`config.mk`:
```
export PLATFORM = sky130hd
export DESIGN_NAME = ssm_ctrl
export DESIGN_NICKNAME = d
export VERILOG_FILES = /design/src/shared/ssm_pkg.sv /design/src/logic/ssm_ctrl.sv
export SDC_FILE = /design/constraint.sdc
export NUM_CORES = 1
export LEC_CHECK = 0
export ABC_CLOCK_PERIOD_IN_PS = 3240
export BUFFER_PORTS_ARGS = -buffer_cell sky130_fd_sc_hd__buf_2
export CAP_MARGIN = 20
export CELL_PAD_IN_SITES_DETAIL_PLACEMENT = 1
export CELL_PAD_IN_SITES_GLOBAL_PLACEMENT = 1
export CORE_MARGIN = 5
export CORE_UTILIZATION = 25
export DETAILED_ROUTE_END_ITERATION = 16
export PLACE_DENSITY_LB_ADDON = 0.1
export SKIP_CTS_REPAIR_TIMING = 1
export SLEW_MARGIN = 20
export SYNTH_ARGS = -nofsm -noshare
export SYNTH_HDL_FRONTEND = slang
export SYNTH_SLANG_ARGS = --single-unit
```
`constraint.sdc`:
```
create_clock -name clk_i -period 3.24 [get_ports clk_i]
set_input_delay 0.162 -clock clk_i [delete_from_list [all_inputs] [get_ports clk_i]]
set_output_delay 0.162 -clock clk_i [all_outputs]
set_load 0.005 [all_outputs]
```
`src/shared/ssm_pkg.sv`:
```
package ssm_pkg;
  // word offsets on the wishbone bus
  localparam logic [7:0] OFS_CTRL_ONE  = 8'h00;
  localparam logic [7:0] OFS_CTRL_TWO  = 8'h04;
  localparam logic [7:0] OFS_BAUD      = 8'h08;
  localparam logic [7:0] OFS_IRQ_STAT  = 8'h0C;
  localparam logic [7:0] OFS_IRQ_EN    = 8'h10;
  localparam logic [7:0] OFS_IRQ_CLR   = 8'h14;
  localparam logic [7:0] OFS_DATA      = 8'h18;
  localparam logic [7:0] OFS_FW_PINS   = 8'h1C;
  // control one fields
  localparam int BIT_WCOL   = 7;
  localparam int BIT_ENABLE = 5;
  localparam int BIT_CKP    = 4;
  // control two fields
  localparam int BIT_GENERAL_CALL_ENABLE   = 7;
  localparam int BIT_ACKNOWLEDGE_STATUS = 6;
  localparam int BIT_ACKNOWLEDGE_VALUE  = 5;
  localparam int BIT_ACKEN  = 4;
  localparam int BIT_RCEN   = 3;
  localparam int BIT_PEN    = 2;
  localparam int BIT_REPEAT_START_ENABLE   = 1;
  localparam int BIT_SEN    = 0;
  // interrupt status bits
  localparam int IRQ_DONE   = 0;
  localparam int IRQ_GCALL  = 1;
  localparam int IRQ_START  = 2;
  localparam int IRQ_STOP   = 3;
  localparam int IRQ_W      = 4;
  // port_mode_field codes
  localparam logic [3:0] MODE_SPI_M4    = 4'h0;
  localparam logic [3:0] MODE_SPI_M16   = 4'h1;
  localparam logic [3:0] MODE_SPI_M64   = 4'h2;
  localparam logic [3:0] MODE_SPI_MTMR  = 4'h3;
  localparam logic [3:0] MODE_SPI_S_SS  = 4'h4;
  localparam logic [3:0] MODE_SPI_S     = 4'h5;
  localparam logic [3:0] MODE_I2C_S7    = 4'h6;
  localparam logic [3:0] MODE_I2C_S10   = 4'h7;
  localparam logic [3:0] MODE_I2C_M     = 4'h8;
  localparam logic [3:0] MODE_I2C_FW    = 4'hB;
  localparam logic [3:0] MODE_I2C_S7I   = 4'hE;
  localparam logic [3:0] MODE_I2C_S10I  = 4'hF;
  // reset values
  localparam logic [7:0] RST_CTRL_ONE = 8'h00;
  localparam logic [7:0] RST_CTRL_TWO = 8'h00;
  localparam logic [7:0] RST_BAUD     = 8'h00;
  // spi half periods in clk_i cycles (fosc/4, /16, /64)
  localparam logic [5:0] SPI_HALF_4  = 6'h02;
  localparam logic [5:0] SPI_HALF_16 = 6'h08;
  localparam logic [5:0] SPI_HALF_64 = 6'h20;
  localparam logic [7:0] GCALL_ADDR  = 8'h00;
  typedef enum logic [1:0] {MST_IDLE, MST_START, MST_BIT, MST_STOP} ssm_mst_type;
endpackage

```
`src/logic/ssm_ctrl.sv`:
```
// The address map and register access over Wishbone were decided locally.
`timescale 1ns/1ns
module ssm_ctrl
  import ssm_pkg::*;
(
  input  wire logic        clk_i,
  input  wire logic        rst_i,
  input  wire logic        wb_cyc_i,
  input  wire logic        wb_stb_i,
  input  wire logic        wb_we_i,
  input  wire logic [7:0]  wb_adr_i,
  input  wire logic [31:0] wb_dat_i,
  input  wire logic [3:0]  wb_sel_i,
  output logic      [31:0] wb_dat_o,
  output logic             wb_ack_o,
  output logic             irq_o,
  input  wire logic        second_timer_tick_i,
  output logic             spi_sck_o,
  output logic             spi_sck_oe_o,
  output logic             slave_select_used_o,
  input  wire logic        scl_i,
  output logic             scl_o,
  output logic             scl_oe_o,
  input  wire logic        sda_i,
  output logic             sda_o,
  output logic             sda_oe_o
);

  typedef struct packed {
    logic [7:0]  ctl1;
    logic [7:0]  ctl2;
    logic [7:0]  baud;
    logic [IRQ_W-1:0] istat;
    logic [IRQ_W-1:0] ien;
    logic [7:0]  rx_byte;
    logic [1:0]  fw_pins;
    logic [2:0]  scl_s;
    logic [2:0]  sda_s;
    logic        scl_f;
    logic        sda_f;
    logic [4:0]  spi_cnt;
    logic        sck;
    logic        sck_oe;
    logic        ss_used;
    ssm_mst_type mst;
    logic [7:0]  baud_cnt;
    logic [1:0]  phase;
    logic [3:0]  bit_cnt;
    logic [7:0]  shift;
    logic        tx_mode;
    logic        tx_go;
    logic [7:0]  slv_shift;
    logic [3:0]  slv_cnt;
    logic        slv_active;
    logic        scl_oe;
    logic        sda_oe;
    logic        ack;
    logic [31:0] dat;
    logic        irq;
  } ssm_state_type;

  ssm_state_type r;
  ssm_state_type next_r;

  logic       bus_req;
  logic       wr;
  logic       rd;
  logic [3:0] mode;
  logic       tick;
  logic       dbit;
  logic       scl_rise;
  logic       sda_fall;
  logic       sda_rise;
  logic [IRQ_W-1:0] ev;

  function automatic logic is_i2c_slave(input logic [3:0] m);
    return (m == MODE_I2C_S7) || (m == MODE_I2C_S10) || (m == MODE_I2C_S7I) || (m == MODE_I2C_S10I);
  endfunction

  function automatic logic settled_edge(input logic [2:0] s, input logic f, input logic lvl);
    return (s[1] == s[2]) && (s[2] == lvl) && (f != lvl);
  endfunction

  always_comb
  begin
    next_r   = r;
    bus_req  = wb_cyc_i && wb_stb_i && !r.ack;
    wr       = bus_req && wb_we_i && wb_sel_i[0];
    rd       = bus_req && !wb_we_i;
    mode     = r.ctl1[3:0];
    tick     = 1'b0;
    dbit     = 1'b1;
    ev       = '0;
    next_r.ack = bus_req;
    // pins pass three stages; a level counts once stages two and three agree
    next_r.scl_s = {r.scl_s[1:0], scl_i};
    next_r.sda_s = {r.sda_s[1:0], sda_i};
    scl_rise = settled_edge(r.scl_s, r.scl_f, 1'b1);
    sda_rise = settled_edge(r.sda_s, r.sda_f, 1'b1);
    sda_fall = settled_edge(r.sda_s, r.sda_f, 1'b0);
    if (r.scl_s[1] == r.scl_s[2])
    begin
      next_r.scl_f = r.scl_s[2];
    end
    if (r.sda_s[1] == r.sda_s[2])
    begin
      next_r.sda_f = r.sda_s[2];
    end

    // register reads, unmapped words read zero
    if (rd)
    begin
      case (wb_adr_i & 8'hFC)
        OFS_CTRL_ONE: next_r.dat = {24'h000000, r.ctl1};
        OFS_CTRL_TWO: next_r.dat = {24'h000000, r.ctl2};
        OFS_BAUD:     next_r.dat = {24'h000000, r.baud};
        OFS_IRQ_STAT: next_r.dat = {28'h0000000, r.istat};
        OFS_IRQ_EN:   next_r.dat = {28'h0000000, r.ien};
        OFS_DATA:     next_r.dat = {24'h000000, r.rx_byte};
        OFS_FW_PINS:  next_r.dat = {30'h00000000, r.fw_pins};
        default:      next_r.dat = 32'h00000000;
      endcase
    end
    if (wr)
    begin
      case (wb_adr_i & 8'hFC)
        OFS_CTRL_ONE: next_r.ctl1 = wb_dat_i[7:0];
        OFS_CTRL_TWO: next_r.ctl2 = {wb_dat_i[7], r.ctl2[BIT_ACKNOWLEDGE_STATUS], wb_dat_i[5:0]};
        OFS_BAUD:     next_r.baud = wb_dat_i[7:0];
        OFS_IRQ_EN:   next_r.ien = wb_dat_i[IRQ_W-1:0];
        OFS_IRQ_CLR:  next_r.istat = r.istat & ~wb_dat_i[IRQ_W-1:0];
        OFS_FW_PINS:  next_r.fw_pins = wb_dat_i[1:0];
        OFS_DATA:
        begin
          // a write while a transfer runs is dropped and flagged
          if (r.mst != MST_IDLE || r.tx_go)
          begin
            next_r.ctl1[BIT_WCOL] = 1'b1;
          end
          else
          begin
            next_r.shift = wb_dat_i[7:0];
            next_r.tx_go = 1'b1;
          end
        end
        default: ;
      endcase
    end

    // spi clock generator and slave select use flag; the shifter lives elsewhere
    next_r.sck_oe  = 1'b0;
    next_r.ss_used = 1'b0;
    if (!r.ctl1[BIT_ENABLE])
    begin
      next_r.sck     = r.ctl1[BIT_CKP];
      next_r.spi_cnt = 5'h00;
    end
    else
    begin
      case (mode)
        MODE_SPI_M4, MODE_SPI_M16, MODE_SPI_M64:
        begin
          next_r.sck_oe  = 1'b1;
          next_r.spi_cnt = r.spi_cnt + 5'h01;
          // fosc/4, fosc/16 and fosc/64 half periods
          // half periods need six bits, the counter only reaches 31
          if ((mode == MODE_SPI_M4 && {1'b0, r.spi_cnt} == SPI_HALF_4 - 6'h01) ||
              (mode == MODE_SPI_M16 && {1'b0, r.spi_cnt} == SPI_HALF_16 - 6'h01) ||
              (mode == MODE_SPI_M64 && {1'b0, r.spi_cnt} == SPI_HALF_64 - 6'h01))
          begin
            next_r.sck     = !r.sck;
            next_r.spi_cnt = 5'h00;
          end
        end
        MODE_SPI_MTMR:
        begin
          next_r.sck_oe = 1'b1;
          if (second_timer_tick_i)
          begin
            next_r.sck = !r.sck;
          end
        end
        MODE_SPI_S_SS: next_r.ss_used = 1'b1;
        default:       next_r.sck = r.ctl1[BIT_CKP];
      endcase
    end

    // i2c slave: start, stop and general call detection
    if (r.ctl1[BIT_ENABLE] && is_i2c_slave(mode))
    begin
      if (r.scl_f && sda_fall)
      begin
        next_r.slv_active = 1'b1;
        next_r.slv_cnt    = 4'h0;
        ev[IRQ_START]     = mode[3];
      end
      else if (r.scl_f && sda_rise)
      begin
        next_r.slv_active = 1'b0;
        ev[IRQ_STOP]      = mode[3];
      end
      else if (scl_rise && r.slv_active)
      begin
        next_r.slv_shift = {r.slv_shift[6:0], r.sda_f};
        next_r.slv_cnt   = r.slv_cnt + 4'h1;
        if (r.slv_cnt == 4'h7)
        begin
          // only the address byte is inspected
          next_r.slv_active = 1'b0;
          ev[IRQ_GCALL] = r.ctl2[BIT_GENERAL_CALL_ENABLE] && ({r.slv_shift[6:0], r.sda_f} == GCALL_ADDR);
        end
      end
    end
    else
    begin
      next_r.slv_active = 1'b0;
    end

    // i2c master engine, four baud phases per bit, no clock stretching
    if (r.mst == MST_IDLE)
    begin
      next_r.baud_cnt = r.baud;
      next_r.phase    = 2'h0;
    end
    else if (r.baud_cnt == 8'h00)
    begin
      tick            = 1'b1;
      next_r.baud_cnt = r.baud;
      next_r.phase    = r.phase + 2'h1;
    end
    else
    begin
      next_r.baud_cnt = r.baud_cnt - 8'h01;
    end
    if (r.bit_cnt == 4'h8)
    begin
      dbit = r.tx_mode || r.ctl2[BIT_ACKNOWLEDGE_VALUE];
    end
    else
    begin
      dbit = !r.tx_mode || r.shift[7];
    end

    case (r.mst)
      MST_IDLE:
      begin
        if (mode == MODE_I2C_FW && r.ctl1[BIT_ENABLE])
        begin
          next_r.scl_oe = r.fw_pins[0];
          next_r.sda_oe = r.fw_pins[1];
        end
        else if (mode != MODE_I2C_M || !r.ctl1[BIT_ENABLE])
        begin
          next_r.scl_oe = 1'b0;
          next_r.sda_oe = 1'b0;
          next_r.tx_go  = 1'b0;
        end
        else if (r.ctl2[BIT_SEN] || r.ctl2[BIT_REPEAT_START_ENABLE])
        begin
          next_r.mst = MST_START;
        end
        else if (r.ctl2[BIT_PEN])
        begin
          next_r.mst = MST_STOP;
        end
        else if (r.ctl2[BIT_RCEN] || r.ctl2[BIT_ACKEN] || r.tx_go)
        begin
          next_r.mst     = MST_BIT;
          next_r.tx_mode = r.tx_go && !r.ctl2[BIT_RCEN] && !r.ctl2[BIT_ACKEN];
          next_r.bit_cnt = (!r.ctl2[BIT_RCEN] && r.ctl2[BIT_ACKEN]) ? 4'h8 : 4'h0;
        end
      end
      MST_START:
      begin
        if (tick)
        begin
          case (r.phase)
            // restart begins with clock low, data released
            2'h0:
            begin
              next_r.scl_oe = r.ctl2[BIT_REPEAT_START_ENABLE];
              next_r.sda_oe = 1'b0;
            end
            2'h1: next_r.scl_oe = 1'b0;
            2'h2: next_r.sda_oe = 1'b1;
            default:
            begin
              next_r.scl_oe         = 1'b1;
              next_r.ctl2[BIT_SEN]  = 1'b0;
              next_r.ctl2[BIT_REPEAT_START_ENABLE] = 1'b0;
              next_r.mst            = MST_IDLE;
              ev[IRQ_DONE]          = 1'b1;
            end
          endcase
        end
      end
      MST_BIT:
      begin
        if (tick)
        begin
          case (r.phase)
            2'h0:
            begin
              next_r.scl_oe = 1'b1;
              next_r.sda_oe = !dbit;
            end
            2'h1: next_r.scl_oe = 1'b1;
            2'h2: next_r.scl_oe = 1'b0;
            default:
            begin
              next_r.scl_oe  = 1'b1;
              next_r.bit_cnt = r.bit_cnt + 4'h1;
              if (r.bit_cnt != 4'h8)
              begin
                next_r.shift = {r.shift[6:0], r.sda_f};
              end
              if (r.bit_cnt == 4'h8 || (!r.tx_mode && r.bit_cnt == 4'h7))
              begin
                next_r.mst    = MST_IDLE;
                next_r.sda_oe = 1'b0;
                ev[IRQ_DONE]  = 1'b1;
                // high means the slave did not acknowledge
                if (r.tx_mode)
                begin
                  next_r.ctl2[BIT_ACKNOWLEDGE_STATUS] = r.sda_f;
                  next_r.tx_go             = 1'b0;
                end
                else if (r.bit_cnt == 4'h7)
                begin
                  next_r.rx_byte        = {r.shift[6:0], r.sda_f};
                  next_r.ctl2[BIT_RCEN] = 1'b0;
                end
                else
                begin
                  next_r.ctl2[BIT_ACKEN] = 1'b0;
                end
              end
            end
          endcase
        end
      end
      MST_STOP:
      begin
        if (tick)
        begin
          case (r.phase)
            2'h0:
            begin
              next_r.scl_oe = 1'b1;
              next_r.sda_oe = 1'b1;
            end
            2'h1: next_r.scl_oe = 1'b0;
            2'h2: next_r.scl_oe = 1'b0;
            default:
            begin
              next_r.sda_oe        = 1'b0;
              next_r.ctl2[BIT_PEN] = 1'b0;
              next_r.mst           = MST_IDLE;
              ev[IRQ_DONE]         = 1'b1;
            end
          endcase
        end
      end
      default: next_r.mst = MST_IDLE;
    endcase

    // set after clear so a same-cycle event survives
    next_r.istat = next_r.istat | ev;
    next_r.irq   = |(next_r.istat & next_r.ien);
  end

  always_ff @(posedge clk_i)
  begin
    if (rst_i)
    begin
      r       <= '0;
      r.ctl1  <= RST_CTRL_ONE;
      r.ctl2  <= RST_CTRL_TWO;
      r.baud  <= RST_BAUD;
      r.scl_s <= 3'h7;
      r.sda_s <= 3'h7;
      r.scl_f <= 1'b1;
      r.sda_f <= 1'b1;
      r.mst   <= MST_IDLE;
    end
    else
    begin
      r <= next_r;
    end
  end

  assign wb_dat_o            = r.dat;
  assign wb_ack_o            = r.ack;
  assign irq_o               = r.irq;
  assign spi_sck_o           = r.sck;
  assign spi_sck_oe_o        = r.sck_oe;
  assign slave_select_used_o = r.ss_used;
  // open drain: low when enabled, never driven high
  assign scl_o               = 1'b0;
  assign sda_o               = 1'b0;
  assign scl_oe_o            = r.scl_oe;
  assign sda_oe_o            = r.sda_oe;

endmodule

```
==> impl_metrics.csv <==
group,metric,value,unit
timing,final-hold-violation-count,0,
critical_path,criticalPathCategory,"reg2reg",
flow_run,max-cap-violations,0,
power_and_ir_drop,p_leak,2.267,nW
clocking,numCtsBuffers,9,
timing,grt_setup_unrepaired,"false",
hold_path,min_path_type,"in2reg",
floorplan,initial_utilization,25.43,%
floorplan,die_w,159.0,um
critical_path,cp-end-kind,"register",
routing,wl_per_cell,18.40,um
critical_path,cp_max_fo,16,
clocking,clock_latency,360,ps
global_routing,grt_pass1_wl,27070,um
global_routing,grt_util_all_layers,13.33,%
yosys,synth.area.top_cells,"dfxtp_1 39%, mux2i_1 8.8%, nor2_1 5.5%",
place,gp_congestion,0.7926,
timing,worst_pin_slew,851.3,ps
global_routing,grt_pass1_vias,4680,
yosys,synthXorXnorAreaFrac,1.736,%
floorplan,num_rows,54,
yosys,ys_types,70,
yosys,synthSimpleGateAreaFrac,23.20,%
yosys,ys_seq_area_share,38.96,%
yosys,yosys.area_share.adder,3.382,%
finish,nNetsFinal,714,
status,outcome,"complete, no violations",
yosys,synth_compound_area_share,14.18,%
power_and_ir_drop,irDropWorstVdd,0.2316,mV
routing,drtIter0Drc,132,
timing,relSlewSlack,42.45,%
power_and_ir_drop,power_frac_clock,46.2,%
critical_path,arrival,2820,ps
timing,finClkSkew,11.07,ps
timing,setup_viol,0,
global_routing,antenna_found_initial,0,
timing,setup-tns-final,0,ps
power_and_ir_drop,internal_power,2.061,mW
routing,wl_met2,7825,um
critical_path,rr_worst_depth,5,
critical_path,cp_data_required_time,3490,ps
critical_path,cp-start-kind,"register",
place,placed_cell_area,5873,um2
timing,period_share,79.23,%
finish,layout_common_cells,"108 x dfxtp_1, 81 x nor2_1, 49 x mux2i_1",
routing,drt_wl_total,17130,um
power_and_ir_drop,net-switching-power,620.3,uW
place,portBuffers,37,
yosys,dominantRegCellSynth,"dfxtp_1",
finish,drive_above_1_share,13.21,%
timing,fmax,389.6,MHz
routing,wl_met3,585,um
yosys,postSynthAreaPerCell,8.850,um2
finish,antenna_cells,0,
yosys,async_reset_ff_share,0,%
critical_path,crit_path_end,"r[51]$_SDFF_PP0_",
clocking,htreeDepth,3,
routing,avgViaCountPerCell,4.802,
finish,n_fill_cell,2537,
power_and_ir_drop,pwr-share-comb,4.0,%
routing,drt.antenna.violating_nets,0,
yosys,netlist_area,5549,um2
critical_path,crit_chain,"ha_1 -> or4bb_1 -> nor3_2 -> nand2_1 -> a211oi_1",
critical_path,r2r_end,"r[51]$_SDFF_PP0_",
power_and_ir_drop,power_density,431.4,nW/um2
finish,area_growth_syn_to_layout,12.00,%
yosys,synth_edf_count,0,
clocking,cts-root-buf,"clkbuf_16",
clocking,clk_pin_slew,80,ps
power_and_ir_drop,power_frac_seq,49.8,%
yosys,synth_top_area_share,38.96,%
yosys,synth_area_leader_cell,"dfxtp_1",
place,pre_cts_ws,685.0,ps
routing,num_vias,4471,
routing,routed.top_layer,"met4",
yosys,synth_top_family_by_area,"simple AND/OR/NAND/NOR gates",
clocking,cts_num_sinks,108,
timing,worst_slack,673.0,ps
global_routing,grt-ovfl-total,0,
floorplan,num_io_pins,93,
floorplan,die_y,159.0,um
critical_path,reg2reg_from,"r[64]$_SDFFE_PP0N_",
place,dp_hpwl,12850,um
routing,wl_met1,8512,um
floorplan,die-area,25280,um2
timing,period_minus_slack,2567,ps
finish,final_common_cell,"dfxtp_1",
timing,maxSlewViolCount,0,
yosys,synthCells,627,
critical_path,crit_path_start,"r[64]$_SDFFE_PP0N_",
power_and_ir_drop,switching_share,23.13,%
global_routing,grt_max_degree,41,
finish,final_cell_area,6215,um2
timing,holdWs,97.04,ps
yosys,muxShareOfSynthArea,10.46,%
critical_path,r2r_slack,670,ps
yosys,yosys_warnings,0,
routing,dr.pass1.iters,4,
floorplan,core,21820,um2
clocking,cts_max_path_buffers,2,
clocking,cts_tree,"built",
critical_path,crit_slowest_cell,"or4bb_1",
yosys,ys_ff_latch,108,
critical_path,cpPeakStageDelay,560,ps
routing,drc,0,
-- sequential cells by signal (all words and copies together), names as in the netlist --
name and cells:
r 85, wb_dat_o 8, mode 4, next_r 4
irq_o 1, scl_oe_o 1, sda_oe_o 1, slave_select_used_o 1
spi_sck_o 1, spi_sck_oe_o 1, wb_ack_o 1
-- routing by layer --
metal,vias up,GRT usage [%]
met1,2176,18.83
met4,0,3.257
met2,60,21.41
met3,13,1.993
met5,-,0
li1,2222,-
-- cell families (layout without fill, tap and decap cells) --
group | after synthesis | count (layout)
simple gates | 243 | 243
xor+xnor | 11 | 11
fa+ha+maj | 15 | 15
mux | 57 | 57
flops | 108 | 108
other cells | 1 | 26
buf+inv | 83 | 82
compound gates | 109 | 109
-- worst min path at each step --
| stage | endpoint | depth (start not counted) | startpoint |
|---|---|---|---|
| global placement | next_r[89]$_SDFF_PP1_ | 2 | scl_i |
| floorplan | next_r[86]$_SDFF_PP1_ | 1 | sda_i |
| finish | r[124]$_SDFFE_PP0P_ | 3 | wb_dat_i[7] |
| global route | r[124]$_SDFFE_PP0P_ | 3 | wb_dat_i[7] |
| detailed placement | next_r[86]$_SDFF_PP1_ | 2 | sda_i |
| CTS | next_r[86]$_SDFF_PP1_ | 2 | sda_i |
-- synthesized netlist by cell type (4+ instances only) --
cell type  instances
a211oi_1          23
a21oi_1           24
a221oi_1           4
a222oi_1           4
a22oi_1            6
a2bb2oi_1          5
a31oi_1            4
and2_1             5
and3b_1            4
buf_2              4
buf_4             34
clkbuf_1          25
dfxtp_1          108
ha_1              15
inv_1             19
mux2_2             8
mux2i_1           49
nand2_1           44
nand2b_1          13
nand3_1            8
nand3b_1           9
nand4_1            6
nor2_1            81
nor2b_1            4
nor3_1            26
o21ai_0            7
or2_2              7
or3_1              9
xor2_1             8
-- stage by stage --
stage	power (mW)	util (%)	instances
finish	2.681	28.48	931
global route	2.779	28.48	931
CTS	2.720	28.39	929
detailed placement	1.472	26.91	914
global placement	1.471	26.91	914
floorplan	1.443	-	652
-- critical path, delay by kind of cell, from the launching register on --
| kind | cells | cell delay, ps |
|---|---|---|
| simple gates | 3 | 1460 |
| flops | 1 | 380 |
| compound gates | 1 | 390 |
| fa+ha+maj | 1 | 240 |
-- cell type report --
type / count / area (um2) / area share, %
tap: 280 / 350.3 / 5.637
timing repair buffer: 48 / 272.8 / 4.389
clock inverter: 5 / 82.58 / 1.329
clock buffer: 10 / 239.0 / 3.845
inverter: 19 / 71.32 / 1.148
multi-input combinational: 461 / 3037 / 48.86
sequential: 108 / 2162 / 34.79
-- power by group through the flow --
stage                     clock [mW]  sequential, mW  combinational, mW
after floorplan                    0            1.36             0.0788
final                           1.24            1.33              0.107
after global placement             0            1.37              0.105
after global routing            1.33            1.34              0.118
after detailed placement           0            1.37              0.105
after CTS                       1.28            1.33              0.105
Power figures use the tool's default switching activity.
